===== config.mk =====
export PLATFORM = sky130hd
export DESIGN_NAME = dwt_top
export DESIGN_NICKNAME = d
export VERILOG_FILES = /design/src/dwt_pkg.sv /design/src/dwt_ctr_if.sv /design/src/dwt_counter.sv /design/src/dwt_top.sv
export SDC_FILE = /design/constraint.sdc
export NUM_CORES = 1
export LEC_CHECK = 0
export BUFFER_PORTS_ARGS = -buffer_cell sky130_fd_sc_hd__buf_4
export CORE_MARGIN = 2
export CORE_UTILIZATION = 47
export CTS_BUF_LIST = sky130_fd_sc_hd__clkbuf_4 sky130_fd_sc_hd__clkbuf_8
export DETAILED_ROUTE_END_ITERATION = 6
export PLACE_DENSITY = 0.87
export SLEW_MARGIN = 10
export SYNTH_ARGS = -nofsm -noshare
export SYNTH_HDL_FRONTEND = slang
export SYNTH_SLANG_ARGS = --single-unit

===== constraint.sdc =====
create_clock -name core_clk_i -period 1.95 [get_ports core_clk_i]
set_input_delay 0.39 -clock core_clk_i [delete_from_list [all_inputs] [get_ports core_clk_i]]
set_output_delay 0.39 -clock core_clk_i [all_outputs]
set_load 0.02 [all_outputs]

===== src/dwt_pkg.sv =====
// package for the digital watchdog timer: offsets, fields, reset values
// assumes a 32-bit AXI4-Lite register port with byte addresses
//
// How it works
// - counter expiry resets the microcontroller
// - software enable sticks until full reset
// - inactive watchdog allows oscillator-halting stop
// - hardware option: always on, stop becomes wait
// - counting resumes after wake from stop
// - control register resets to FE hex
// - writing zero to reset bit resets now
// - period bits map reversed onto counter
// - 64 timeouts, 3072 to 196608 cycles
// - counter bit six falling triggers reset
// - hardware option reads enable as one
// - inactive counter serves as 7-bit timer
package dwt_pkg;

   // register byte addresses
   localparam logic [7:0] DWT_CTRL_OFS = 8'hD8; // counter and control
   localparam logic [7:0] DWT_STAT_OFS = 8'hDC; // sticky event status
   localparam logic [7:0] DWT_CLR_OFS = 8'hE0; // write one to clear
   localparam logic [7:0] DWT_EN_OFS = 8'hE4; // event enables
   localparam int DWT_ADDR_W = 8;

   // control register fields
   localparam int DWT_C_BIT = 0; // activation
   localparam int DWT_SR_BIT = 1; // software reset, counter msb
   localparam logic [7:0] DWT_CTRL_RESET = 8'hFE;

   // counter shape
   localparam int DWT_CNT_W = 7;
   localparam logic [6:0] DWT_CNT_RESET = 7'h7F;
   localparam logic [6:0] DWT_CNT_EXPIRE = 7'h40; // last value with bit 6 high
   localparam int DWT_PRESCALE_CYC = 3072; // clock cycles per count

   // event bits
   localparam int DWT_EV_EXPIRE = 0;
   localparam int DWT_EV_SWRST = 1;
   localparam int DWT_EV_TIMER = 2;
   localparam int DWT_EV_W = 3;

   // bus answers
   localparam logic [1:0] DWT_RESP_OKAY = 2'h0;
   localparam logic [1:0] DWT_RESP_SLVERR = 2'h2;

   // power state of the core as seen by the watchdog
   typedef enum logic [1:0] {PM_RUN, PM_STOP, PM_WAIT} dwt_pm_t;

   // register byte to counter: bit 7 is count lsb, bit 1 is count msb
   function automatic logic [6:0] dwt_reg_to_cnt(input logic [7:0] r);
      logic [6:0] c;
      c = 7'h00;
      for (int i = 0; i < 6; i++) begin
         c[i] = r[7-i];
      end
      c[6] = r[DWT_SR_BIT];
      return c;
   endfunction

   // counter to register byte, activation bit left zero
   function automatic logic [7:0] dwt_cnt_to_reg(input logic [6:0] c);
      logic [7:0] r;
      r = 8'h00;
      for (int i = 0; i < 6; i++) begin
         r[7-i] = c[i];
      end
      r[DWT_SR_BIT] = c[6];
      return r;
   endfunction

endpackage


===== src/dwt_ctr_if.sv =====
// carrier between the watchdog control logic and its downcounter
// assumes both ends run on the same clock
`timescale 1ns/10ps
interface dwt_ctr_if;
   logic load; // reload count this cycle
   logic [6:0] load_val; // value to reload
   logic run; // counting allowed
   logic [6:0] count; // present count
   logic fell; // pulse: bit 6 just fell on a count
   modport ctl (output load, output load_val, output run, input count, input fell);
   modport ctr (input load, input load_val, input run, output count, output fell);
endinterface


===== src/dwt_counter.sv =====
// 7-bit downcounter with its prescaler
// assumes load and run come from logic on the same clock
`timescale 1ns/10ps
module dwt_counter
   import dwt_pkg::*;
#(
   parameter int unsigned PRESCALE = dwt_pkg::DWT_PRESCALE_CYC
) (
   input wire logic core_clk_i,
   input wire logic reset_i,
   dwt_ctr_if.ctr bus
);
   import dwt_pkg::*;

   localparam int PW = $clog2(PRESCALE);
   localparam logic [PW-1:0] PRE_MAX = PW'(PRESCALE - 1);

   // a prescaler of one would need a different tick path
   if (PRESCALE < 2) begin : g_bad_prescale
      $error("dwt_counter: PRESCALE must be at least 2");
   end

   logic [PW-1:0] pre_q, pre_d; // prescaler
   logic [6:0] cnt_q, cnt_d; // downcounter
   logic fell_q, fell_d; // bit 6 fall pulse
   wire tick = bus.run & (pre_q == PRE_MAX);

   // count rate: reload restarts the prescaler so periods stay exact
   assign pre_d = bus.load ? '0 : (!bus.run ? pre_q : (tick ? '0 : pre_q + 1'b1));
   // reload beats a count in the same cycle
   assign cnt_d = bus.load ? bus.load_val : (tick ? cnt_q - 7'h01 : cnt_q);
   // bit six falls only on the step from 40 to 3F hex
   assign fell_d = tick & ~bus.load & (cnt_q == DWT_CNT_EXPIRE);

   // counter state, longest period after reset
   always_ff @(posedge core_clk_i) begin
      if (reset_i) begin
         pre_q <= '0;
         cnt_q <= DWT_CNT_RESET;
         fell_q <= 1'b0;
      end else begin
         pre_q <= pre_d;
         cnt_q <= cnt_d;
         fell_q <= fell_d;
      end
   end

   assign bus.count = cnt_q;
   assign bus.fell = fell_q;
endmodule


===== src/dwt_top.sv =====
// digital watchdog timer with AXI4-Lite register access
// assumes stop and wake strobes come from the core on core_clk_i and
// that mcu_reset_o drives the system reset, reset_i included
//
// Design decision made here: the AXI4-Lite slave port.
`timescale 1ns/10ps
module dwt_top
   import dwt_pkg::*;
#(
   parameter int unsigned PRESCALE = dwt_pkg::DWT_PRESCALE_CYC
) (
   input wire logic core_clk_i,
   input wire logic reset_i,
   // write address channel
   input wire logic [dwt_pkg::DWT_ADDR_W-1:0] s_axi_awaddr_i,
   input wire logic s_axi_awvalid_i,
   output logic s_axi_awready_o,
   // write data channel
   input wire logic [31:0] s_axi_wdata_i,
   input wire logic [3:0] s_axi_wstrb_i,
   input wire logic s_axi_wvalid_i,
   output logic s_axi_wready_o,
   // write response channel
   output logic [1:0] s_axi_bresp_o,
   output logic s_axi_bvalid_o,
   input wire logic s_axi_bready_i,
   // read address channel
   input wire logic [dwt_pkg::DWT_ADDR_W-1:0] s_axi_araddr_i,
   input wire logic s_axi_arvalid_i,
   output logic s_axi_arready_o,
   // read data channel
   output logic [31:0] s_axi_rdata_o,
   output logic [1:0] s_axi_rresp_o,
   output logic s_axi_rvalid_o,
   input wire logic s_axi_rready_i,
   // option strap, high selects hardware activation
   input wire logic hw_option_i,
   // core power strobes
   input wire logic stop_req_i,
   input wire logic wake_i,
   // outputs to the system
   output logic mcu_reset_o,
   output logic osc_stop_o,
   output logic wait_o,
   output logic irq_o
);
   import dwt_pkg::*;

   // elaboration check on the count rate
   if (PRESCALE < 2) begin : g_bad_prescale
      $error("dwt_top: PRESCALE must be at least 2");
   end

   // option strap synchroniser
   logic hw_s1_q; // first stage, read by hw_q only
   logic hw_q; // settled option level

   // write side of the bus
   logic aw_full_q, aw_full_d; // address held
   logic w_full_q, w_full_d; // data held
   logic [DWT_ADDR_W-1:0] wr_addr_q; // held write address
   logic [31:0] wr_data_q; // held write data
   logic [3:0] wr_strb_q; // held byte enables
   logic awready_q, awready_d;
   logic wready_q, wready_d;
   logic bvalid_q, bvalid_d;
   logic [1:0] bresp_q;

   // read side of the bus
   logic arready_q, arready_d;
   logic rvalid_q, rvalid_d;
   logic [31:0] rdata_q;
   logic [1:0] rresp_q;

   // watchdog state
   logic c_q, c_d; // software activation latch
   logic rst_q, rst_d; // reset pulse to the system
   logic [DWT_EV_W-1:0] stat_q, stat_d; // sticky events
   logic [DWT_EV_W-1:0] en_q, en_d; // event enables
   logic irq_q, irq_d; // interrupt level
   dwt_pm_t pm_q, pm_d; // power state
   logic osc_stop_q, wait_q; // power outputs

   // counter carrier
   dwt_ctr_if ctr_bus ();

   // option pin crosses two flops before use
   always_ff @(posedge core_clk_i) begin
      if (reset_i) begin
         hw_s1_q <= 1'b0;
         hw_q <= 1'b0;
      end else begin
         hw_s1_q <= hw_option_i;
         hw_q <= hw_s1_q;
      end
   end

   // write channel handshakes
   wire aw_hs = s_axi_awvalid_i & awready_q;
   wire w_hs = s_axi_wvalid_i & wready_q;
   // a write fires once both halves are held and no answer is waiting
   wire do_wr = aw_full_q & w_full_q & ~bvalid_q;

   // write address decode, byte 0 carries every register; a write
   // without that lane still answers OKAY but changes nothing
   wire wr_lane0 = wr_strb_q[0];
   wire wr_is_ctrl = (wr_addr_q == DWT_CTRL_OFS);
   wire wr_is_stat = (wr_addr_q == DWT_STAT_OFS);
   wire wr_is_clr = (wr_addr_q == DWT_CLR_OFS);
   wire wr_is_en = (wr_addr_q == DWT_EN_OFS);
   wire wr_hit = wr_is_ctrl | wr_is_stat | wr_is_clr | wr_is_en;
   wire wr_ctrl = do_wr & wr_is_ctrl & wr_lane0;
   wire wr_clr = do_wr & wr_is_clr & wr_lane0;
   wire wr_en = do_wr & wr_is_en & wr_lane0;

   // channel bookkeeping; ready drops while a half is held or answered
   assign aw_full_d = (aw_full_q | aw_hs) & ~do_wr;
   assign w_full_d = (w_full_q | w_hs) & ~do_wr;
   assign bvalid_d = do_wr | (bvalid_q & ~s_axi_bready_i);
   assign awready_d = ~aw_full_d & ~bvalid_d;
   assign wready_d = ~w_full_d & ~bvalid_d;

   // write channel flops
   always_ff @(posedge core_clk_i) begin
      if (reset_i) begin
         aw_full_q <= 1'b0;
         w_full_q <= 1'b0;
         awready_q <= 1'b0;
         wready_q <= 1'b0;
         bvalid_q <= 1'b0;
         bresp_q <= DWT_RESP_OKAY;
      end else begin
         aw_full_q <= aw_full_d;
         w_full_q <= w_full_d;
         awready_q <= awready_d;
         wready_q <= wready_d;
         bvalid_q <= bvalid_d;
         // response code held steady while bvalid stands
         if (do_wr) begin
            bresp_q <= wr_hit ? DWT_RESP_OKAY : DWT_RESP_SLVERR;
         end
      end
   end

   // held payloads need no reset
   always_ff @(posedge core_clk_i) begin
      if (aw_hs) begin
         wr_addr_q <= s_axi_awaddr_i;
      end
      if (w_hs) begin
         wr_data_q <= s_axi_wdata_i;
         wr_strb_q <= s_axi_wstrb_i;
      end
   end

   // activation: the option or the latched software bit
   wire active = c_q | hw_q;

   // software enable can only be set, reset alone clears it
   // under the hardware option the write is ignored
   assign c_d = c_q | (wr_ctrl & wr_data_q[DWT_C_BIT] & ~hw_q);

   // software reload of the counter, reversed bit order
   assign ctr_bus.load = wr_ctrl;
   // six period bits pick one of 64 lengths
   // the software reset bit rides along as counter bit six
   assign ctr_bus.load_val = dwt_reg_to_cnt(wr_data_q[7:0]);
   // counting halts only with the oscillator, resumes on wake
   assign ctr_bus.run = (pm_q != PM_STOP);

   // zero in the reset bit resets at once, active or not
   wire sw_rst = wr_ctrl & ~wr_data_q[DWT_SR_BIT];
   // expiry of an active counter resets the microcontroller
   wire expire = active & ctr_bus.fell;
   // inactive, the fall is just a timer event
   wire timer_ev = ~active & ctr_bus.fell;
   assign rst_d = expire | sw_rst;

   // events; a set in the clearing cycle survives
   // so an event is never lost to a clear written at the same time
   wire [DWT_EV_W-1:0] ev_set = {timer_ev, sw_rst, expire};
   wire [DWT_EV_W-1:0] clr_mask = wr_clr ? wr_data_q[DWT_EV_W-1:0] : '0;
   assign stat_d = (stat_q & ~clr_mask) | ev_set;
   assign en_d = wr_en ? wr_data_q[DWT_EV_W-1:0] : en_q;
   assign irq_d = |(stat_d & en_d);

   // watchdog control flops
   always_ff @(posedge core_clk_i) begin
      if (reset_i) begin
         // activation cleared, counter set to its longest period
         c_q <= 1'b0;
         rst_q <= 1'b0;
         stat_q <= '0;
         en_q <= '0;
         irq_q <= 1'b0;
      end else begin
         c_q <= c_d;
         rst_q <= rst_d;
         stat_q <= stat_d;
         en_q <= en_d;
         irq_q <= irq_d;
      end
   end

   // power state: a stop with the watchdog off halts the oscillator,
   // otherwise the core only waits and the counter keeps going
   always_comb begin
      pm_d = pm_q;
      case (pm_q)
         PM_RUN: begin
            if (stop_req_i) begin
               pm_d = active ? PM_WAIT : PM_STOP;
            end
         end
         PM_STOP: begin
            // an interrupt restarts the count where it halted
            if (wake_i) begin
               pm_d = PM_RUN;
            end
         end
         PM_WAIT: begin
            // the countdown runs on through the wait
            if (wake_i) begin
               pm_d = PM_RUN;
            end
         end
         default: begin
            // unused code, fall back to run
            pm_d = PM_RUN;
         end
      endcase
   end

   // power state flops, outputs follow the next state
   always_ff @(posedge core_clk_i) begin
      if (reset_i) begin
         pm_q <= PM_RUN;
         osc_stop_q <= 1'b0;
         wait_q <= 1'b0;
      end else begin
         pm_q <= pm_d;
         osc_stop_q <= (pm_d == PM_STOP);
         wait_q <= (pm_d == PM_WAIT);
      end
   end

   // the downcounter itself
   dwt_counter #(
      .PRESCALE(PRESCALE)
   ) dwt_counter_i (
      .core_clk_i(core_clk_i),
      .reset_i(reset_i),
      .bus(ctr_bus.ctr)
   );

   // read side: an address is answered at the edge that takes it,
   // so the count is read as it stood at that edge
   wire ar_hs = s_axi_arvalid_i & arready_q;
   // activation reads as one under the hardware option
   wire [7:0] ctrl_rd = dwt_cnt_to_reg(ctr_bus.count) | {7'h00, active};
   wire rd_is_ctrl = (s_axi_araddr_i == DWT_CTRL_OFS);
   wire rd_is_stat = (s_axi_araddr_i == DWT_STAT_OFS);
   wire rd_is_clr = (s_axi_araddr_i == DWT_CLR_OFS);
   wire rd_is_en = (s_axi_araddr_i == DWT_EN_OFS);
   wire rd_hit = rd_is_ctrl | rd_is_stat | rd_is_clr | rd_is_en;
   // clear register is write-only and reads zero
   wire [31:0] rd_mux = rd_is_ctrl ? {24'h000000, ctrl_rd} :
                        rd_is_stat ? {29'h00000000, stat_q} :
                        rd_is_en ? {29'h00000000, en_q} : 32'h00000000;
   assign rvalid_d = ar_hs | (rvalid_q & ~s_axi_rready_i);
   assign arready_d = ~rvalid_d;

   // read channel flops
   always_ff @(posedge core_clk_i) begin
      if (reset_i) begin
         arready_q <= 1'b0;
         rvalid_q <= 1'b0;
      end else begin
         arready_q <= arready_d;
         rvalid_q <= rvalid_d;
      end
   end

   // read data is captured with the address, so it reflects that edge
   always_ff @(posedge core_clk_i) begin
      if (reset_i) begin
         rdata_q <= 32'h00000000;
         rresp_q <= DWT_RESP_OKAY;
      end else if (ar_hs) begin
         rdata_q <= rd_mux;
         rresp_q <= rd_hit ? DWT_RESP_OKAY : DWT_RESP_SLVERR;
      end
   end

   // outputs straight from flops
   assign s_axi_awready_o = awready_q;
   assign s_axi_wready_o = wready_q;
   assign s_axi_bvalid_o = bvalid_q;
   // bresp comes from its own flop, nothing muxed behind the pin
   assign s_axi_bresp_o = bresp_q;
   assign s_axi_arready_o = arready_q;
   assign s_axi_rvalid_o = rvalid_q;
   assign s_axi_rdata_o = rdata_q;
   assign s_axi_rresp_o = rresp_q;
   assign mcu_reset_o = rst_q;
   assign osc_stop_o = osc_stop_q;
   assign wait_o = wait_q;
   assign irq_o = irq_q;
endmodule


=== Word level (Yosys, flattened, before mapping) ===
Index checks and enable logic that the tools add are counted.

* Add/subtract/negate cells: 2
* Eq/ne operators: 15
* Mux-type cells: 14
* Bitwise operators: 55
* Reduce and logical (&&, ||, !) cells: 5

{| class="wikitable"
|+ Operators with widths
! operator !! count
|-
| == test 8 bit (second input constant) || 8
|-
| AND 1 bit || 25
|-
| 2-to-1 mux 7 bit || 2
|-
| bitwise OR 1 bit || 13
|-
| adder 12 x 1 -> 12 bit (second input constant) || 1
|-
| == test 12 bit (second input constant) || 1
|-
| 2-to-1 mux 12 bit || 1
|-
| 2-to-1 mux 3 bit || 4
|-
| inverter 1 bit || 12
|-
| 2-to-1 mux 2 bit || 5
|-
| 2-to-1 mux 8 bit || 1
|-
| bitwise OR 8 x 1 -> 8 bit || 1
|-
| == test 7 bit (second input constant) || 1
|-
| subtractor 7 x 1 -> 7 bit (second input constant) || 1
|-
| AND 3 bit || 2
|-
| == test 2 x 1 -> 1 bit (second input constant) || 2
|-
| == test 2 bit (second input constant) || 2
|-
| case mux 2 bit (2 select lines) || 1
|-
| OR reduction 2 bit || 2
|-
| inverter 3 bit || 1
|-
| bitwise OR 3 bit || 1
|-
| OR reduction 3 bit || 1
|-
| logical NOT 2 bit || 1
|-
| != test 2 x 1 -> 1 bit (second input constant) || 1
|-
| nonzero test 2 bit || 1
|}

* Flip-flop bits (word level): 95
* Logic and storage cells: 117

=== Longest topological paths before layout ===
Gate-level depths: netlist (run 1).

* Word-level depth: 10
* Mapped depth: 7

=== Cells and area by module ===
Synthesis (run 1) repeated with hierarchy kept, for this count alone.

* Cell total of the unflattened synthesis: 319
* Area, all modules: 3,183.1 um^2

{| class="wikitable"
|+ By module, submodules not included
! module !! instances !! cells an instance !! area each (um^2)
|-
| dwt_top || 1 || 195 || 2,074.5
|-
| dwt_counter || 1 || 124 || 1,108.6
|}

=== Least setup slack after synthesis (run 1) ===
Ideal clock, no wire load.

* Path kind: flip-flop to flip-flop
* Start: reg pm_q[1]
* End: reg dwt_counter_i.cnt_q[0] (netlist: dwt_counter_i.bus.count[0])
* Library setup time: 124 ps
* Data arrival time: 1,739 ps
* Data required time: 1,826 ps
* Path slack: 86 ps
* Stages on the path, launching flop included: 8
* Path buffers: 1
* Path through: dfxtp_1 inv_1 ha_1 nand3b_1 nor4_4 buf_6 nor3_2 a2111o_1

* Word-level cells in the longest chain between the ends: 3

{| class="wikitable"
|+ RTL lines
! what !! RTL line !! source
|-
| start: declaration || dwt_top.sv:81 || <nowiki>dwt_pm_t pm_q, pm_d;</nowiki>
|-
| start signal: assignment || dwt_top.sv:241 || <nowiki>pm_q <= pm_d;</nowiki>
|-
| != test 2 x 1 -> 1 bit || dwt_top.sv:169 || <nowiki>assign ctr_bus.run = (pm_q != PM_STOP);</nowiki>
|-
| AND 1 bit || dwt_counter.sv:26 || <nowiki>wire tick = bus.run & (pre_q == PRE_MAX);</nowiki>
|-
| nonzero test 2 bit (no line) || -- ||
|-
| end signal: assignment || dwt_counter.sv:43 || <nowiki>cnt_q <= cnt_d;</nowiki>
|-
| end: declaration || dwt_counter.sv:24 || <nowiki>logic [6:0] cnt_q, cnt_d;</nowiki>
|}

No other way between the ends.
A chain may end at the register's enable or synchronous reset.

=== Final worst setup path (run 1) ===
* Start: reg pm_q[1]
* End: reg dwt_counter_i.cnt_q[1] (netlist: dwt_counter_i.bus.count[1])

The elaborated chain is that of the path after synthesis.

==> results of run 1 <==
-- registers in the layout, indices dropped and copies added, names as in the netlist, 2 cells and up --
name,count
dwt_counter_i.pre_q,12
en_q,3
pm_q,2
wr_addr_q,8
dwt_counter_i.bus.count,7
s_axi_rdata_o,8
stat_q,3
wr_data_q,8
-- Yosys cell counts, types with 2 or more instances --
cell type,n
dfxtp_1,52
nand2_1,27
nor2_1,27
buf_4,26
nor3_1,22
edfxtp_1,17
inv_1,16
a21oi_1,11
nor2b_1,9
and3_1,8
xnor2_1,8
nor4_1,7
and2_1,5
ha_1,5
o21ai_0,5
or2_2,5
a311oi_1,4
buf_2,4
clkbuf_1,4
nand3_1,4
nand3b_1,4
and3_2,3
and3b_1,3
nor4bb_1,3
xor2_1,3
a2111oi_0,2
a211oi_1,2
a21o_1,2
a31oi_1,2
a41oi_1,2
and4_1,2
and4_2,2
and4b_1,2
mux2i_1,2
nand2b_1,2
nand4_1,2
o211ai_1,2
o221ai_1,2
o22ai_1,2
or3b_2,2
-- metrics by stage --
stage               instance area [um2]  utilization, %  power, mW  setup WS, ps
CTS                                3870            57.6       3.17           124
global placement                   3640            54.2       1.88           175
floorplan                          3310               -       1.80          86.5
detailed placement                 3640            54.2       1.89           126
finish                             3870            57.6       3.15           137
global route                       3870            57.6       3.28          18.8
-- layout make-up --
class	count	share of cell area [%]
clock buffers	9	3.20
clock inverters	7	2.59
inverters	16	1.55
multi-input cells	236	37.4
flip-flops and latches	69	40.1
well taps	80	2.59
repair buffers	63	12.6
-- power breakdown --
part	leakage [nW]	switching [mW]	internal, mW
sequential	0.581	0.0353	1.52
combinational	0.939	0.174	0.128
clock	0.113	0.562	0.726
-- layer usage --
| layer | vias up | routed length (um) |
|---|---|---|
| met3 | 12 | 424 |
| met1 | 1137 | 2830 |
| met4 | 0 | 97 |
| met5 | - | 0 |
| met2 | 98 | 2870 |
| li1 | 1265 | - |
-- worst max-delay path: cells and delay by family (launching register included) --
family	cells	cell delay (ps)
mux	1	320
flops	1	350
compound gates	1	130
simple gates	2	520
fa+ha+maj	1	190
buf+inv	2	240
-- worst max-delay path by stage --
stage | start | to | slack (ps) | cells past startpoint
detailed placement | pm_q[1] | dwt_counter_i.bus.count[0] | 130 | 7
floorplan | pm_q[1] | dwt_counter_i.bus.count[0] | 90 | 7
CTS | pm_q[1] | dwt_counter_i.bus.count[1] | 120 | 7
global route | pm_q[1] | dwt_counter_i.bus.count[0] | 20 | 7
global placement | pm_q[1] | dwt_counter_i.bus.count[0] | 180 | 7
finish | pm_q[1] | dwt_counter_i.bus.count[1] | 140 | 7
-- kinds of logic after synthesis --
family | count (synthesis) | synth area share [%]
compound gates | 44 | 9.73
xor+xnor | 11 | 3.00
fa+ha+maj | 5 | 1.95
buf+inv | 53 | 9.65
flops | 69 | 48.3
mux | 3 | 0.973
other cells | 1 | 0.117
simple gates | 147 | 26.3
==> summary.md, run 1 <==
| Metric | Value |
|---|---|
| DR vias/cell | `5.23` |
| Largest net degree at the start of global routing | `34` |
| Number of synthesized register bits | `69` |
| # DRC | `0` |
| Worst-path clk slew | `80 ps` |
| Seq/Total Area, Yosys | `48.3%` |
| Crit Path Category | `reg2reg` |
| Area of the multi-input gates | `1450 um2` |
| Most frequent cells in the layout | `buf_4 (62), dfxtp_1 (52), nand2_1 (27), nor2_1 (27), conb_1 (26)` |
| Setup TNS | `0 ps` |
| Final setup viols | `0` |
| Layout cells sized above 1 | `24.0%` |
| Resized Gates After CTS | `0` |
| Number of enable flip-flop cells after synthesis | `17` |
| # H-tree levels | `3` |
| Total GRT Usage | `17.4%` |
| Via count | `2512` |
| CTS tree | `yes` |
| F_max | `551 MHz` |
| Clock Sinks | `69` |
| Path depth of the worst reg2reg path | `7` |
| Gr busiest metal | `met2` |
| WP data arrival | `2090 ps` |
| R2r setup slk | `140 ps` |
| Final nets | `462` |
| Unrepaired setup endpoints after global routing | `false` |
| Final Hold Fails | `0` |
| Drt total wl | `6220 um` |
| Post-CTS Hold Fix Bufs | `0` |
| Startpoint types | `register` |
| Commonest non-fill, non-tap cell in the layout | `buf_4` |
| Routability cong. | `0.838` |
| Post-synth top area share | `32.4%` |
| Max incr delay on CP | `350 ps` |
| CP endpoint kind | `register` |
| Post-CTS setup buffers | `0` |
| M1 GR Usage | `22.6%` |
| DR iter-0 viols | `148` |
| Drt pass-1 iters | `4` |
| Antenna Nets Post-Route | `0` |
| CTS root buffer | `clkbuf_8` |
| Average size of a mapped cell | `9.65 um2` |
| Placed Cells | `464` |
| Fin cells | `480` |
| Leading area contributor after synthesis | `dfxtp_1` |
| Hold Slack | `213 ps` |
| Synth area leaders | `dfxtp_1 (32%), edfxtp_1 (16%), buf_4 (6.1%), nor3_1 (3.4%), nand2_1 (3.2%)` |
| Synth Instances | `333` |
| Final Skew | `10.4 ps` |
| Worst min-delay path category | `in2reg` |
| R2r endpoint | `dwt_counter_i.bus.count[1]` |
| Average wire per standard cell | `13.0 um` |
| Synth cell types | `61` |
| Worst-margin pin slew | `517 ps` |
| Ant. Diodes | `0` |
| Primary FF master, synth | `dfxtp_1` |
| Core area | `6720 um2` |
| Worst path required time | `2230 ps` |
| Vias in the first global route | `2217` |
| Die Span X | `86.7 um` |
| Starting density of the core | `47.8%` |
| I/O Pins | `107` |
| Fill count | `571` |
| Die Height | `86.7 um` |
| Total grt overflow | `0` |
| Crit path max fanout | `14` |
| Fin. max-slew vios | `0` |
| CTS Buffer Depth | `2` |
| Max_cap viols | `0` |
| Period minus WS final | `1810 ps` |
| PwrDens | `813 nW/um2` |
| Die ar. | `7520 um2` |
| Run status | `completed` |
| P&R area growth vs syn | `20.3%` |
| Worst path slowest cell | `dfxtp_1` |
| Row count | `30` |
| R2R Path Start | `pm_q[1]` |
| Initial antenna violation count | `0` |
| Max VDD drop | `0.000596 V` |
| Post-detail-place hpwl | `4600 um` |
| Hold Path Depth | `1` |
| First-pass GRT wire length | `10200 um` |
| Post-synthesis cell area | `3210 um2` |
| Met2 usage | `27.9%` |
| Tcrit/Tclk final | `93.0%` |
| Clock buffer count from CTS | `9` |
| Port Buf Inserts | `53` |
| Hold wc startpoint | `s_axi_awaddr_i[4]` |
| Async SR Flop Fraction | `0%` |
| Met3 global-route usage | `4.10%` |
| Clk_lat worst skew | `350 ps` |
| Register area | `1550 um2` |
| WHS Endpoint | `wr_addr_q[4]` |
| Max-Slew Margin vs Limit | `65.1%` |
| CP Cell Sequence | `inv_1, ha_1, nand3b_1, nor4_4, buf_12, mux2_2, o21ai_0` |
| Leak Pwr | `1.63 nW` |
| Synth warn | `0` |
Power figures use the tool's default switching activity.
==> run 2: changes to the inputs <==
- CAP_MARGIN: not set -> 0
- CORE_UTILIZATION: 47 -> 25
- PLACE_DENSITY: 0.87 -> 0.56
==> summary.md, run 2 (synthesis gave the netlist of run 1 again) <==
| Metric | Value |
|---|---|
| Clock Sinks | `69` |
| Starting density of the core | `25.6%` |
| Unrepaired setup endpoints after global routing | `false` |
| I/O Pins | `107` |
| Average wire per standard cell | `12.1 um` |
| Run status | `completed` |
| P&R area growth vs syn | `24.2%` |
| Row count | `41` |
| Die ar. | `13800 um2` |
| Total GRT Usage | `10.4%` |
| Worst-path clk slew | `80 ps` |
| Period minus WS final | `1780 ps` |
| # DRC | `0` |
| Tot Pwr | `3.19 mW` |
| WP data arrival | `2050 ps` |
| Worst path required time | `2220 ps` |
| # H-tree levels | `3` |
| Drt total wl | `6940 um` |
| Hold Slack | `213 ps` |
| Routability cong. | `0.769` |
| R2R Path Start | `pm_q[1]` |
| Drt pass-1 iters | `4` |
| Final Hold Fails | `0` |
| Setup TNS | `0 ps` |
| Number of flip-flops in the largest register | `12` |
| CTS tree | `yes` |
| Most frequent cells in the layout | `buf_4 (64), dfxtp_1 (52), nand2_1 (27), nor2_1 (27), conb_1 (26)` |
| First-pass GRT wire length | `11700 um` |
| Total grt overflow | `0` |
| Max-Slew Margin vs Limit | `64.5%` |
| Leak Pwr | `1.65 nW` |
| Hold wc startpoint | `s_axi_awaddr_i[6]` |
| Ant. Diodes | `0` |
| Die Height | `117 um` |
| Final setup viols | `0` |
| Layout cells sized above 1 | `24.6%` |
| PwrDens | `798 nW/um2` |
| Clk_lat worst skew | `350 ps` |
| Final Skew | `16.5 ps` |
| Crit path max fanout | `14` |
| Post-detail-place hpwl | `5190 um` |
| Via count | `2491` |
| Worst min-delay path category | `in2reg` |
| Core area | `12600 um2` |
| Vias in the first global route | `2435` |
| Max VDD drop | `0.000286 V` |
| Hold Path Depth | `1` |
| Biggest register | `dwt_counter_i.pre_q` |
| Commonest non-fill, non-tap cell in the layout | `buf_4` |
| Initial antenna violation count | `0` |
| Port Buf Inserts | `53` |
| CTS Buffer Depth | `2` |
| F_max | `561 MHz` |
| Largest net degree at the start of global routing | `32` |
| Path depth of the worst reg2reg path | `7` |
| WHS Endpoint | `wr_addr_q[6]` |
| Post-CTS setup buffers | `0` |
| CP endpoint kind | `register` |
| R2r setup slk | `170 ps` |
| DR vias/cell | `4.34` |
| Startpoint types | `register` |
| Clock buffer count from CTS | `9` |
| Fin cells | `574` |
| Fin. max-slew vios | `0` |
| Antenna Nets Post-Route | `0` |
| CTS root buffer | `clkbuf_8` |
| Max_cap viols | `0` |
| Final nets | `464` |
| R2r endpoint | `dwt_counter_i.bus.count[1]` |
| Tcrit/Tclk final | `91.4%` |
| Crit Path Category | `reg2reg` |
| Placed Cells | `558` |
| Worst-margin pin slew | `525 ps` |
| DR iter-0 viols | `77` |
| Die Span X | `117 um` |
## run 2: changes by cell type in the layout (fill, tap and decap cells not counted)
cell | previous run | this run
buf_6 | 0 | 1
buf_4 | 62 | 64
buf_12 | 1 | 0
and3_2 | 3 | 4
clkbuf_4 | 0 | 2
clkbuf_8 | 9 | 10
clkinv_4 | 4 | 1
and3_1 | 8 | 7
## run 2: worst max-delay path by stage
stage               slack [ps]                    endpoint  cells after the start         start
CTS                        110      dwt_counter_i.pre_q[2]                      4  wr_addr_q[5]
finish                     170  dwt_counter_i.bus.count[1]                      7       pm_q[1]
global route                20  dwt_counter_i.bus.count[1]                      7       pm_q[1]
detailed placement         130  dwt_counter_i.bus.count[0]                      4  wr_addr_q[5]
global placement           140  dwt_counter_i.bus.count[0]                      4  wr_addr_q[5]
floorplan                   90  dwt_counter_i.bus.count[0]                      7       pm_q[1]
## run 2: metal layers
| metal | wire, um | GRT usage [%] | vias to the layer above |
|---|---|---|---|
| met5 | 0 | 0 | - |
| met4 | 91 | 3.39 | 0 |
| met3 | 363 | 2.97 | 7 |
| met2 | 3100 | 16.8 | 76 |
| met1 | 3390 | 13.4 | 1149 |
| li1 | - | - | 1259 |
## run 2: worst max-delay path, stage by stage, from the launching register on
cell and delay [ps]:
dfxtp_1 350, inv_1 70, ha_1 190, nand3b_1 220, nor4_4 250, buf_6 190, mux2_2 330, o21ai_0 120
## run 2: timing repair
item	in CTS	in global routing
hold buffers	0	0
gates resized for setup	0	2
endpoints found under the setup margin	0	12
## run 2: through the flow
stage	setup WS [ps]	instance area [um2]	util, %
4_1_cts	105	3990	31.7
5_1_grt	23.2	3990	31.8
3_3_place_gp	138	3760	29.9
6_report	169	3990	31.8
2_1_floorplan	86.5	3310	-
3_5_place_dp	133	3760	29.9
## run 2: layout make-up
type / count / area, um2
Clock inverter: 4 / 73.8
Clock buffer: 12 / 153
Multi-Input combinational cell: 236 / 1450
Timing Repair Buffer: 65 / 492
Sequential cell: 69 / 1550
Fill cell: 1313 / 8580
Tap cell: 172 / 215
Inverter: 16 / 60.1
## run 2: power by group
group	internal (mW)	switching, mW	leakage [nW]	total, mW
clock network	0.785	0.543	0.117	1.33
registers	1.52	0.0337	0.581	1.55
logic	0.128	0.178	0.947	0.307
total	2.43	0.755	1.65	3.19
